### config.mk
export PLATFORM = sky130hd
export DESIGN_NAME = sfr_guard
export DESIGN_NICKNAME = d
export VERILOG_FILES = /design/src/include/guard_pkg.sv /design/src/design/region_check.sv /design/src/design/sfr_guard.sv
export SDC_FILE = /design/constraint.sdc
export NUM_CORES = 1
export LEC_CHECK = 0
export BUFFER_PORTS_ARGS = -buffer_cell sky130_fd_sc_hd__buf_2
export CAP_MARGIN = 20
export CORE_ASPECT_RATIO = 2
export CORE_MARGIN = 1
export CORE_UTILIZATION = 45
export DETAILED_ROUTE_END_ITERATION = 6
export PLACE_DENSITY = 0.7
export SLEW_MARGIN = 20
export SYNTH_ARGS = -nofsm -noshare
export SYNTH_HDL_FRONTEND = slang
export SYNTH_HIERARCHICAL = 1
export SYNTH_SLANG_ARGS = --single-unit
### constraint.sdc
create_clock -name clock_i -period 1.19 [get_ports clock_i]
set_input_delay 0.357 -clock clock_i [delete_from_list [all_inputs] [get_ports clock_i]]
set_output_delay 0.357 -clock clock_i [all_outputs]
set_load 0.03 [all_outputs]
### src/include/guard_pkg.sv
/*
 * Package for the register write guard and invalid access detector.
 * Assumes a 20-bit CPU address space and byte-wide register data.
 */
package guard_pkg;

	// ------------------------------------------------------------
	// address map and control register
	// ------------------------------------------------------------
	localparam int unsigned ADDR_W = 20;
	localparam logic [19:0] GUARD_CTRL_ADDR = 20'hf0078;
	localparam logic [7:0]  GUARD_CTRL_RESET = 8'h00;
	localparam logic [19:0] FLASH_GAP_TOP_64K = 20'h0ffff;
	localparam logic [19:0] FLASH_GAP_TOP_128K = 20'h1ffff;
	localparam logic [7:0]  UNFILLED_READ_DATA = 8'hff;

	// control register bit positions
	localparam int unsigned BIT_DETECT_EN = 7;
	localparam int unsigned BIT_PORT_GUARD = 2;
	localparam int unsigned BIT_IRQ_GUARD = 1;
	localparam int unsigned BIT_CLKV_GUARD = 0;
	// writable bits of the control register (ram guard field left out)
	localparam logic [7:0]  GUARD_CTRL_MASK = 8'h87;

	// option byte bit that forces detection on
	localparam int unsigned OPTION_FORCE_BIT = 4;

	// register group codes for guarded register tables
	typedef enum logic [1:0] {
		GROUP_NONE,
		GROUP_PORT,
		GROUP_IRQ,
		GROUP_CLKV
	} reg_group_type;

	// one CPU access as seen by the guard
	typedef struct packed {
		logic              valid;
		logic              write;
		logic              fetch;
		logic              byte_access;
		logic [19:0]       addr;
		logic [7:0]        wdata;
	} cpu_access_type;

	// per-product region boundaries
	typedef struct packed {
		logic [19:0] flash_end;
		logic [19:0] gap_top;
		logic [19:0] mirror_end;
		logic [19:0] data_flash_start;
		logic [19:0] data_flash_end;
		logic [19:0] ram_start;
	} region_map_type;

endpackage

### src/design/region_check.sv
/*
 * Combinational region check: classifies one address against the product
 * region map. Assumes the map fields are ordered as named.
 */
`timescale 1ns/100ps

module region_check (
	// address and map
	input  wire logic [19:0]                 addr_i,
	input  wire guard_pkg::region_map_type  map_i,
	// classification
	output logic                             invalid_o,
	output logic                             flash_gap_o
);

	// ------------------------------------------------------------
	// classification
	// ------------------------------------------------------------
	// gap between flash end and the 64K or 128K boundary
	assign flash_gap_o = (addr_i > map_i.flash_end) && (addr_i <= map_i.gap_top);

	always_comb begin
		invalid_o = 1'b0;
		// data flash is real memory even where the mirror span covers it
		if (addr_i > map_i.flash_end && addr_i <= map_i.mirror_end &&
			!(addr_i >= map_i.data_flash_start && addr_i < map_i.data_flash_end)) begin
			invalid_o = 1'b1;
		end
		// hole between the end of data flash and the start of ram
		if (addr_i >= map_i.data_flash_end && addr_i < map_i.ram_start) begin
			invalid_o = 1'b1;
		end
	end

endmodule

### src/design/sfr_guard.sv
/*
 * Special function register write guard and invalid memory access detector.
 * Sits between the CPU and the register bus; assumes one access per cycle,
 * synchronous to clock_i, and that a reset request resets the whole chip.
 */
// Functional notes
// - With the port guard set, writes to port configuration registers are dropped.
// - With the irq guard set, writes to interrupt flag, mask, priority and edge registers are dropped.
// - With the clock/voltage guard set, writes to clock and voltage detector registers are dropped.
// - All three guard bits are zero after reset.
// - The control register reads 00h after reset and takes byte accesses only.
// - With detection enabled, any access into the invalid space requests a reset.
// - The detect enable bit can only be set by software, never cleared before reset.
// - Option byte bit four forces detection on whatever the enable bit holds.
// - Small flash parts read FFh from the flash gap up to the 64K boundary.
// - 96K flash parts read FFh from the flash gap up to the 128K boundary.
// - A fetch from the flash gap requests a reset.
`timescale 1ns/100ps

module sfr_guard #(
	parameter int unsigned          NUM_GUARDED = 4,
	parameter logic [19:0]          FLASH_END = 20'h0bfff,
	parameter logic [19:0]          GAP_TOP = guard_pkg::FLASH_GAP_TOP_64K,
	parameter logic [19:0]          MIRROR_END = 20'hf1fff,
	parameter logic [19:0]          DATA_FLASH_START = 20'hf1000,
	parameter logic [19:0]          DATA_FLASH_END = 20'hf2000,
	parameter logic [19:0]          RAM_START = 20'hff300,
	parameter logic [NUM_GUARDED-1:0][19:0] GUARD_ADDR = {20'hfffe0, 20'hfffd0,
		20'hf00f0, 20'hfff20},
	parameter guard_pkg::reg_group_type [NUM_GUARDED-1:0] GUARD_GROUP = '{
		guard_pkg::GROUP_IRQ, guard_pkg::GROUP_IRQ,
		guard_pkg::GROUP_CLKV, guard_pkg::GROUP_PORT}
) (
	// clock and reset
	input  wire logic                       clock_i,
	input  wire logic                       reset_n_i,
	// cpu side
	input  wire guard_pkg::cpu_access_type  cpu_i,
	input  wire logic [7:0]                 option_byte_i,
	// register bus side
	output logic                            reg_write_o,
	output logic [19:0]                     reg_addr_o,
	output logic [7:0]                      reg_wdata_o,
	// read override and control readback
	output logic                            read_override_o,
	output logic [7:0]                      read_data_o,
	// reset request and status
	output logic                            reset_request_o,
	output logic [7:0]                      guard_ctrl_o
);

	// ------------------------------------------------------------
	// state
	// ------------------------------------------------------------
	typedef struct packed {
		logic [7:0]  ctrl;
		logic        reg_write;
		logic [19:0] reg_addr;
		logic [7:0]  reg_wdata;
		logic        read_override;
		logic [7:0]  read_data;
		logic        reset_request;
	} state_type;

	state_type state_q;
	state_type state_d;

	guard_pkg::region_map_type map;
	logic                      region_invalid;
	logic                      flash_gap;
	logic [NUM_GUARDED-1:0]    hit_blocked;
	logic                      detect_active;
	logic                      ctrl_hit;
	// access classes, decoded once for the write, gap read and gap fetch rules below
	logic                      write_req;
	logic                      read_req;
	logic                      fetch_req;
	logic                      any_guard_hit;

	assign map = '{flash_end: FLASH_END, gap_top: GAP_TOP, mirror_end: MIRROR_END,
		data_flash_start: DATA_FLASH_START, data_flash_end: DATA_FLASH_END,
		ram_start: RAM_START};

	region_check u_region (
		.addr_i      (cpu_i.addr),
		.map_i       (map),
		.invalid_o   (region_invalid),
		.flash_gap_o (flash_gap)
	);

	// ------------------------------------------------------------
	// access decode
	// ------------------------------------------------------------
	// a fetch is never a data read, so gap reads and gap fetches stay apart
	assign write_req = cpu_i.valid & cpu_i.write;
	assign read_req = cpu_i.valid & ~cpu_i.write & ~cpu_i.fetch;
	assign fetch_req = cpu_i.valid & cpu_i.fetch;

	// ------------------------------------------------------------
	// guarded register match
	// ------------------------------------------------------------
	// per-entry group guard
	// each entry names one register and the group bit that locks it; an
	// entry of no group is never locked, so spare slots cost nothing
	genvar gi;
	generate
		for (gi = 0; gi < NUM_GUARDED; gi++) begin : g_match
			logic addr_match;
			logic group_locked;

			// exact compare: a partial decode would lock neighbouring registers
			assign addr_match = (cpu_i.addr == GUARD_ADDR[gi]);

			// group bit that governs this entry
			always_comb begin
				group_locked = 1'b0;
				unique case (GUARD_GROUP[gi])
					guard_pkg::GROUP_PORT: begin
						group_locked = state_q.ctrl[guard_pkg::BIT_PORT_GUARD];
					end
					guard_pkg::GROUP_IRQ: begin
						group_locked = state_q.ctrl[guard_pkg::BIT_IRQ_GUARD];
					end
					guard_pkg::GROUP_CLKV: begin
						group_locked = state_q.ctrl[guard_pkg::BIT_CLKV_GUARD];
					end
					guard_pkg::GROUP_NONE: begin
						group_locked = 1'b0;
					end
				endcase
			end

			// one continuous driver per bit of the hit vector
			assign hit_blocked[gi] = addr_match & group_locked;
		end
	endgenerate

	// any locked entry that matches drops the write
	assign any_guard_hit = |hit_blocked;

	// detection on by enable bit or option strap
	assign detect_active = state_q.ctrl[guard_pkg::BIT_DETECT_EN]
		| option_byte_i[guard_pkg::OPTION_FORCE_BIT];
	// byte accesses only reach the control register
	assign ctrl_hit = cpu_i.valid && cpu_i.byte_access
		&& (cpu_i.addr == guard_pkg::GUARD_CTRL_ADDR);

	// ------------------------------------------------------------
	// next state
	// ------------------------------------------------------------
	// pulses fall back low every cycle; the address and data copies follow
	// the bus each cycle so the register side sees them with a fixed lag
	always_comb begin
		state_d = state_q;
		state_d.reg_write = 1'b0;
		state_d.read_override = 1'b0;
		state_d.reset_request = 1'b0;
		state_d.reg_addr = cpu_i.addr;
		state_d.reg_wdata = cpu_i.wdata;
		state_d.read_data = guard_pkg::UNFILLED_READ_DATA;

		// ordinary writes pass unless a locked entry matches
		if (write_req && !ctrl_hit) begin
			state_d.reg_write = ~any_guard_hit;
		end

		// control register write
		if (ctrl_hit && cpu_i.write) begin
			// enable bit is sticky once set
			state_d.ctrl = (cpu_i.wdata & guard_pkg::GUARD_CTRL_MASK)
				| (state_q.ctrl & (8'h01 << guard_pkg::BIT_DETECT_EN));
		end
		if (ctrl_hit && !cpu_i.write) begin
			state_d.read_override = 1'b1;
			state_d.read_data = state_q.ctrl;
		end
		// gap reads are answered here, so nothing is needed behind the gap
		if (read_req && flash_gap) begin
			state_d.read_override = 1'b1;
		end
		// fetch from gap decodes as invalid instruction
		// this reset does not wait for the detect enable: the core would
		// otherwise run all-ones bytes as code
		if (fetch_req && flash_gap) begin
			state_d.reset_request = 1'b1;
		end
		// invalid space access requests reset
		// one pulse per offending access; the chip reset logic stretches it
		if (cpu_i.valid && detect_active && region_invalid) begin
			state_d.reset_request = 1'b1;
		end
	end

	// guard bits and register cleared at reset
	// bus copies reset to zero and read data to all ones, the idle values,
	// so nothing downstream sees a stray pulse while reset is let go
	always_ff @(posedge clock_i or negedge reset_n_i) begin
		if (!reset_n_i) begin
			state_q <= '0;
			state_q.ctrl <= guard_pkg::GUARD_CTRL_RESET;
			state_q.read_data <= guard_pkg::UNFILLED_READ_DATA;
		end else begin
			state_q <= state_d;
		end
	end

	// ------------------------------------------------------------
	// outputs, all registered
	// ------------------------------------------------------------
	// plain wires from the state register, no logic after the flops
	assign reg_write_o = state_q.reg_write;
	assign reg_addr_o = state_q.reg_addr;
	assign reg_wdata_o = state_q.reg_wdata;
	assign read_override_o = state_q.read_override;
	assign read_data_o = state_q.read_data;
	assign reset_request_o = state_q.reset_request;
	assign guard_ctrl_o = state_q.ctrl;

endmodule

==> impl_metrics.json, run 1 <==
{
  "antenna_cells": 0,
  "vias": 4341,
  "whs_ps": 174,
  "antenna_found_initial": 0,
  "chipWidth_um": 71.2,
  "critical_path.startpoint_type": "input port",
  "synthFlopType": "dfrtp_1",
  "peakVddDrop_mv": 0.789,
  "yosysTopAreaCellShare": 0.345,
  "synth.largest_area_cell": "ha_1",
  "nets": 932,
  "yosysWarningCount": 6,
  "drive_gt1_frac": 0.281,
  "cp.depth": 11,
  "ioPinCount": 89,
  "skew_ps": 1.42,
  "cts_tree": "built",
  "reg2reg_depth": 4,
  "clk_pin_slew_ps": 60,
  "ant_nets": 0,
  "dp_slack_ps": -1280,
  "synthCells": 493,
  "synth_cell_types": 47,
  "slew_viol_final": 0,
  "cp.required_ps": 1400,
  "clock_path_buffers": 2,
  "synth_simple_gate_area_frac": 0.133,
  "drc_errors": 9,
  "synth-compound-area-share": 0.161,
  "clkSinkCount": 40,
  "die-area_um2": 10000,
  "worst_r2r_endpoint": "reg_write_o$_DFF_PN0_",
  "cts_root_buf": "clkbuf_16",
  "first_pass_iters": 6,
  "io_buffers": 77,
  "synth_top_family_by_area": "adder cells",
  "wire_per_inst_um": 14.8,
  "worst_slack_ps": -828,
  "rows": 50,
  "grt-ovfl-total": 0,
  "area_delta_synth_final_pct": 54.0,
  "crit_top_cell": "a21o_1",
  "violations": "design-rule violations, negative setup slack",
  "cp-startpoint": "cpu_i[21]",
  "hold_path_class": "input port to flop",
  "drt_wl_total_um": 13000,
  "worstSetupEndpointType": "flop",
  "status": "complete, but fails checks",
  "synth_area_per_cell_um2": 8.74,
  "critPathBufInv": 1,
  "synthTopCellsByArea": "ha_1, dfrtp_1, inv_1",
  "gp_congestion": 0.929,
  "rsz0062_at_grt": "true",
  "numCtsBuffers": 5,
  "ff_latch_area_um2": 1010,
  "vias_per_cell": 4.96,
  "die_y_um": 140,
  "initialDrtViolationCount": 121,
  "grt_pass1_wl_um": 20300,
  "core-area_um2": 9320,
  "ys_seq_area_frac": 0.234,
  "synth_seq_cells": 40,
  "h-tree-depth": 2,
  "grt_usage": 0.264,
  "synthAdderAreaFrac": 0.345,
  "crit-reg2reg-launch": "guard_ctrl_o[1]$_DFFE_PN0P_",
  "p_leak_uw": 0.00389,
  "fin_crit_ps": 2020,
  "synth-xor-area-share": 0,
  "hold_violations": 0,
  "critPathArrivalTime_ps": 2230,
  "fillerInstances": 705,
  "hpwl_um": 10300,
  "syn_area_um2": 4310,
  "initial_utilization": 0.462,
  "fin_crit_sh": 1.70,
  "path_delay_family": "compound AO/OA/AOI/OAI gates",
  "multiInputGateArea_um2": 3600,
  "crit_chain": "buf_2 -> ha_1 -> a21o_1 -> a21o_1 -> a21oi_2 -> nor2_1 -> a211oi_1 -> a22oi_2 -> o31ai_1 -> o21ai_1 -> a21boi_1",
  "synthArstFlopShare": 1.00,
  "path_class": "input port to flop",
  "cp_max_fo": 2,
  "drv_cap": 0,
  "cpMaxStageDelayCell": "a211oi_1",
  "clock_latency_ps": 290,
  "cellPowerDensity_nw_per_um2": 732,
  "endpoint": "reset_request_o$_DFF_PN0_",
  "finalSetupViolCount": 25,
  "synth_mux_area_frac": 0.0104,
  "timing.fmax_mhz": 495,
  "grt_pass1_vias": 4568,
  "synth_edf_count": 0,
  "grt_start_max_net_pins": 22,
  "slowest_delay_ps": 290,
  "reg2reg_slack_ps": -120
}
timing repair:
item,CTS,global route
buffers inserted,11,3
gates resized for setup,69,67
hold endpoints to repair,5,0
endpoints found under the setup margin,33,46
pin swaps,17,18
hold buffers,1,0
cloned,0,0
cells by family after synthesis:
kind of cell,after synthesis
multiplexers,3
adder cells (fa/ha/maj),119
AND/OR/NAND/NOR,98
other,2
flip-flops,40
buffers and inverters,125
AO/OA/AOI/OAI,106
state kept, by name (all words and copies together) (netlist names):
register and flops:
guard_ctrl_o 4, read_data_o 5, read_override_o 1, reg_addr_o 20
reg_wdata_o 8, reg_write_o 1, reset_request_o 1
placed cells by master (no fill, tap or decap), drive strengths merged, types with 18 or more instances in the layout:
cell type  count
a21o          23
a21oi         31
buf          155
conb         124
dfrtp         35
ha           119
inv          118
nand4         21
o21ai         18
synth_stat cells, drive strengths merged (3+ instances only):
cell and n:
inv 118, nor2 15, a2111oi 3, nand2 15, mux2 3, nand3 8, a211oi 9, o21ai 18
ha 119, o21a 3, nand2b 4, nand4 21, dfrtp 35, buf 7, nor3 4, o21bai 3
o211ai 4, a21o 23, nor4 4, dfstp 5, nor2b 10, nand3b 3, a21oi 31
worst reg2reg max path, stage by stage (launching register included):
cell and delay (ps):
dfrtp_2 420, and3_1 200, o21ai_0 300, a2111oi_4 130
a211oi_1 170
metal layers:
layer	wire (um)	GRT usage	part of all wire	vias to the layer above
li1	-	-	-	2150
met4	889	0.183	0.069	0
met1	4230	0.218	0.33	2033
met5	0	0	0	-
met2	7480	0.544	0.58	106
met3	369	0.0281	0.028	52
worst min-delay path by stage:
stage                         start                           to  slack [ps]  cells after the start
after CTS                  cpu_i[3]     reg_wdata_o[3]$_DFF_PN0_         170                      1
after detailed placement  reset_n_i     reg_wdata_o[0]$_DFF_PN0_         240                      1
after global routing       cpu_i[3]     reg_wdata_o[3]$_DFF_PN0_         170                      1
after floorplan           reset_n_i  guard_ctrl_o[0]$_DFFE_PN0P_          60                      0
after global placement    reset_n_i     reg_wdata_o[0]$_DFF_PN0_         240                      1
final                      cpu_i[4]     reg_wdata_o[4]$_DFF_PN0_         170                      1
power breakdown:
group          switching [uW]  internal [uW]
Clock                     576            988
Sequential               24.9           1420
Combinational            1010            848
Total                    1610           3250
area by class of cell:
cell class,count,share of cell area
multi-input combinational,450,0.542
timing repair buffer,156,0.195
sequential,40,0.152
inverter,118,0.0667
tap,104,0.0196
clock buffer,6,0.0194
clock inverter,2,0.00528
metrics by stage:
stage | total power (uW) | std cells | TNS [ps] | util | instance area (um2)
finish | 4860 | 876 | -8240 | 0.712 | 6640
global route | 5120 | 876 | -9440 | 0.712 | 6640
global placement | 2970 | 855 | -10330 | 0.633 | 5900
CTS | 4700 | 875 | -7700 | 0.688 | 6410
detailed placement | 3040 | 855 | -10440 | 0.633 | 5900
floorplan | 2380 | 615 | -3930 | - | 4900
Note: power is estimated with default switching activity, not from simulation.
==> run 2: changes to the inputs <==
Settings changed: RECOVER_POWER set to 100.
==> run 2 against run 1 <==
The flow still finishes with violations (design-rule violations, negative setup slack). Non-clock buffer count stayed put. Cell count stayed put. Worst setup slack hardly changed. Sequential share of layout area hardly changed. Via count is 0.30% higher. Routed wire length is 0.19% higher. First-iteration DRC count is 3.3% higher. Global-route usage stayed put. Clock power hardly changed. Die area stayed put. Clock-buffer cell count stayed put. Core utilization is 0.16 points lower. Critical endpoint unchanged. Largest power group unchanged.
==> impl_metrics.json, run 2 (synthesized netlist as in run 1, its figures left out) <==
{
  "status": "complete, but fails checks",
  "violations": "design-rule violations, negative setup slack",
  "core-area_um2": 9320,
  "initialDrtViolationCount": 125,
  "drv_cap": 0,
  "worst_slack_ps": -829,
  "vias_per_cell": 4.97,
  "combPwrFrac": 0.381,
  "antenna_cells": 0,
  "critical_path.startpoint_type": "input port",
  "cts_root_buf": "clkbuf_16",
  "ant_nets": 0,
  "p_int_uw": 3240,
  "total_power_uw": 4860,
  "dp_slack_ps": -1280,
  "fin_crit_sh": 1.70,
  "slowest_delay_ps": 290,
  "layout_common_cells": "conb_1, inv_1, ha_1",
  "critPathArrivalTime_ps": 2230,
  "path_class": "input port to flop",
  "rows": 50,
  "grt_start_max_net_pins": 22,
  "fin_setup_tns_ps": -8320,
  "hold_violations": 0,
  "grt_usage": 0.264,
  "clock_latency_ps": 290,
  "drive_gt1_frac": 0.273,
  "cp.required_ps": 1400,
  "grt_pass1_vias": 4568,
  "clkSinkCount": 40,
  "slew_viol_final": 0,
  "h-tree-depth": 2,
  "grt-ovfl-total": 0,
  "p_seq_frac": 0.296,
  "mostFrequentLayoutCell": "conb_1",
  "largest_reg_flops": 20,
  "first_pass_iters": 6,
  "die_y_um": 140,
  "crit_chain": "buf_2 -> ha_1 -> a21o_1 -> a21o_1 -> a21oi_2 -> nor2_1 -> a211oi_1 -> a22oi_2 -> o31ai_1 -> o21ai_1 -> a21boi_1",
  "initial_utilization": 0.462,
  "antenna_found_initial": 0,
  "cts_tree": "built",
  "p_switching_uw": 1610,
  "crit_top_cell": "a21o_1",
  "chipWidth_um": 71.2,
  "wire_per_inst_um": 14.8,
  "pwr-share-clk": 0.322,
  "drc_errors": 9,
  "fillerInstances": 712,
  "p_sw_frac": 0.332,
  "finalSetupViolCount": 25,
  "rsz0062_at_grt": "true",
  "p_leak_uw": 0.00388,
  "cellPowerDensity_nw_per_um2": 733,
  "worstSetupEndpointType": "flop",
  "nets": 932,
  "ioPinCount": 89,
  "grt_pass1_wl_um": 20300,
  "hpwl_um": 10300,
  "numCtsBuffers": 5,
  "vias": 4354,
  "io_buffers": 77,
  "hold_path_class": "input port to flop",
  "ff_latch_area_um2": 1010,
  "clk_pin_slew_ps": 60,
  "cpMaxStageDelayCell": "a211oi_1",
  "timing.fmax_mhz": 495,
  "die-area_um2": 10000,
  "multiInputGateArea_um2": 3600,
  "peakVddDrop_mv": 0.786,
  "gp_congestion": 0.929,
  "skew_ps": 2.00,
  "clock_path_buffers": 2,
  "drt_wl_total_um": 13000,
  "cp_max_fo": 2,
  "area_delta_synth_final_pct": 53.6,
  "fin_crit_ps": 2020
}
==> run 2: changes by cell type in the layout (fill, tap and decap cells not counted) <==
| cell | before | now |
|---|---|---|
| buf_2 | 34 | 31 |
| clkbuf_4 | 0 | 1 |
| buf_4 | 76 | 72 |
| clkbuf_1 | 1 | 7 |
==> run 2: cell type report <==
type                       count  share of cell area
clock inverter                 2             0.00529
tap                          104              0.0196
clock buffer                   6              0.0195
timing repair buffer         156               0.193
inverter                     118              0.0669
sequential                    40               0.152
multi-input combinational    450               0.543
==> run 2: worst max-delay path, delay by kind of cell <==
family	cells	cell delay, ps
and+or+nand+nor	1	60
buffers and inverters	1	120
adders and majority gates	1	200
AOI/OAI and AO/OA	8	1490
==> run 2: power by group through the flow <==
stage | Clock (uW) | Sequential (uW) | Combinational, uW
after global placement | 0 | 1450 | 1520
after floorplan | 0 | 1570 | 815
after detailed placement | 0 | 1450 | 1580
final | 1560 | 1440 | 1850
after global routing | 1620 | 1440 | 2050
after CTS | 1580 | 1430 | 1680
==> run 2: repair_timing <==
action,CTS,global route
resized for setup,69,67
setup buffers,11,3
endpoints found under the setup margin,33,46
endpoints found under the hold margin,5,0
pin swaps,17,18
hold buffers,1,0
==> run 2: layer usage <==
layer / GRT usage / vias to the layer above / wire length [um]
li1: - / 2150 / -
met1: 0.218 / 2044 / 4220
met2: 0.544 / 109 / 7530
met3: 0.0281 / 51 / 360
met4: 0.183 / 0 / 889
met5: 0 / - / 0
==> run 2: stage by stage <==
step	util	std cells	hold slack, ps	area [um2]
global route	0.710	876	169	6620
global placement	0.633	855	237	5900
CTS	0.688	875	170	6410
detailed placement	0.633	855	238	5900
finish	0.710	876	174	6620
floorplan	-	615	61.4	4900
==> run 2: path summary, 6_finish.rpt <==
kind,from,end,slack [ps],cells past startpoint
setup / recovery,cpu_i[21],reset_request_o$_DFF_PN0_,-830,11
hold / removal,cpu_i[4],reg_wdata_o[4]$_DFF_PN0_,170,1
setup reg to reg,guard_ctrl_o[1]$_DFFE_PN0P_,reg_write_o$_DFF_PN0_,-120,4
min in group asynchronous,reset_n_i,reg_wdata_o[0]$_DFF_PN0_,480,2
hold reg to reg,guard_ctrl_o[2]$_DFFE_PN0P_,read_data_o[2]$_DFF_PN1_,710,3
max in group asynchronous,reset_n_i,read_data_o[1]$_DFF_PN1_,230,3
==> run 3: changes to the inputs <==
Clock period 1.19 ns to 1.8 ns, I/O delays scaled along.
==> run 3 against run 2 <==
The flow still finishes with violations (design-rule violations, negative setup slack). Sequential share of layout area increased by 0.68 points. Combinational power decreased by 35%. Global-route usage decreased by 0.93 points. First-iteration DRC count increased by 6.4%. Via count decreased by 2.1%. Routed wire length decreased by 5.8%. Clock power decreased by 35%. Total power decreased by 35%. Critical path depth increased by 1. Sequential power decreased by 34%. Critical path type unchanged.
==> impl_metrics.json, run 3 (synthesized netlist as in run 1, its figures left out) <==
{
  "status": "complete, but fails checks",
  "violations": "design-rule violations, negative setup slack",
  "grt_pass1_vias": 4470,
  "p_sw_frac": 0.330,
  "h-tree-depth": 2,
  "area_delta_synth_final_pct": 46.9,
  "nets": 919,
  "mostFrequentLayoutCell": "conb_1",
  "final_cells": 863,
  "die_y_um": 140,
  "grt-ovfl-total": 0,
  "peakVddDrop_mv": 0.363,
  "drive_gt1_frac": 0.262,
  "dpl_cell_area_um2": 5830,
  "p_switching_uw": 1040,
  "rows": 50,
  "ioPinCount": 89,
  "slowest_delay_ps": 340,
  "cpMaxStageDelayCell": "a2111oi_4",
  "fin_crit_sh": 1.29,
  "first_pass_iters": 7,
  "clkSinkCount": 40,
  "vias": 4261,
  "cp_max_fo": 4,
  "antenna_found_initial": 0,
  "io_buffers": 77,
  "drc_errors": 12,
  "hold_violations": 0,
  "ant_nets": 0,
  "slew_viol_final": 0,
  "fin_crit_ps": 2320,
  "clock_latency_ps": 280,
  "grt_pass1_wl_um": 19700,
  "cts_root_buf": "clkbuf_16",
  "worst_slack_ps": -518,
  "grt_usage": 0.255,
  "chipWidth_um": 71.2,
  "finalSetupViolCount": 5,
  "wire_per_inst_um": 14.2,
  "drv_cap": 0,
  "gp_congestion": 0.887,
  "combPwrFrac": 0.380,
  "hpwl_um": 10400,
  "antenna_cells": 0,
  "pwr-share-clk": 0.322,
  "die-area_um2": 10000,
  "worstSetupEndpointType": "flop",
  "path_class": "input port to flop",
  "grt_start_max_net_pins": 19,
  "crit_chain": "buf_8 -> ha_4 -> a21oi_2 -> o21ai_2 -> buf_6 -> a2111oi_4 -> o31ai_4 -> a211oi_2 -> nor3_1 -> o31ai_1 -> o21ai_1 -> a21boi_1",
  "skew_ps": 1.13,
  "p_seq_frac": 0.298,
  "p_int_uw": 2130,
  "critPathArrivalTime_ps": 2530,
  "largest_reg_flops": 20,
  "hold_path_class": "input port to asynchronous set/reset pin",
  "critical_path.startpoint_type": "input port",
  "final_area_um2": 6330,
  "cts-hold-fix-buffers": 0,
  "reg2reg_depth": 5,
  "cts_tree": "built",
  "clk_pin_slew_ps": 60,
  "initialDrtViolationCount": 133,
  "cp.required_ps": 2010,
  "numCtsBuffers": 5,
  "core-area_um2": 9320,
  "timing.fmax_mhz": 431,
  "dp.cells": 850,
  "initial_utilization": 0.462,
  "fin_setup_tns_ps": -1400,
  "drt_wl_total_um": 12200,
  "p_leak_uw": 0.00374,
  "cellPowerDensity_nw_per_um2": 501,
  "vias_per_cell": 4.94,
  "fillerInstances": 777,
  "clock_path_buffers": 2,
  "layout_common_cells": "conb_1, inv_1, ha_1",
  "rsz0062_at_grt": "true"
}
[run 3: layout make-up]
| class | count | area, um2 | share of cell area |
|---|---|---|---|
| timing repair buffer | 143 | 991 | 0.156 |
| sequential | 40 | 1010 | 0.159 |
| tap | 104 | 130 | 0.0205 |
| multi-input combinational | 450 | 3600 | 0.568 |
| inverter | 118 | 443 | 0.0699 |
| clock inverter | 2 | 35.0 | 0.00553 |
| clock buffer | 6 | 129 | 0.0203 |
[run 3: final timing paths]
check	from	to	slack (ps)
setup / recovery	cpu_i[19]	reset_request_o$_DFF_PN0_	-520
hold / removal	reset_n_i	guard_ctrl_o[0]$_DFFE_PN0P_	180
setup reg to reg	guard_ctrl_o[1]$_DFFE_PN0P_	reg_write_o$_DFF_PN0_	250
hold reg to reg	guard_ctrl_o[2]$_DFFE_PN0P_	read_data_o[2]$_DFF_PN1_	520
max in group asynchronous	reset_n_i	reg_wdata_o[3]$_DFF_PN0_	1050
min in group clock_i	cpu_i[5]	reg_wdata_o[5]$_DFF_PN0_	350
[run 3: what timing repair did]
| item | 4_1_cts | 5_1_grt |
|---|---|---|
| setup buffers | 1 | 5 |
| endpoints found under the setup margin | 10 | 12 |
| gates resized for setup | 18 | 37 |
| pin swaps | 9 | 13 |
[run 3: layer usage]
layer	track usage	share of wire
met2	0.527	0.57
met5	0	0
met1	0.220	0.34
met3	0.0266	0.033
met4	0.151	0.057
[run 3: stage by stage]
stage | hold slack [ps] | util | worst slack, ps | total power [uW]
finish | 176 | 0.679 | -518 | 3170
global route | 209 | 0.679 | -677 | 3350
CTS | 188 | 0.656 | -519 | 3080
detailed placement | 493 | 0.626 | -986 | 2010
global placement | 488 | 0.626 | -891 | 1960
floorplan | 244 | - | -241 | 1580
[run 3: worst max-delay path: cells and delay by family]
| family | cells | cell delay, ps |
|---|---|---|
| buffers and inverters | 2 | 210 |
| AND/OR/NAND/NOR | 1 | 90 |
| adder cells (fa/ha/maj) | 1 | 200 |
| AO/OA/AOI/OAI | 8 | 1470 |
[run 3: power groups by stage]
stage               sequential [uW]  combinational, uW  clock [uW]
floorplan                      1040                538           0
global placement                960                999           0
detailed placement              961               1050           0
CTS                             945               1090        1040
global route                    948               1350        1060
finish                          945               1210        1020
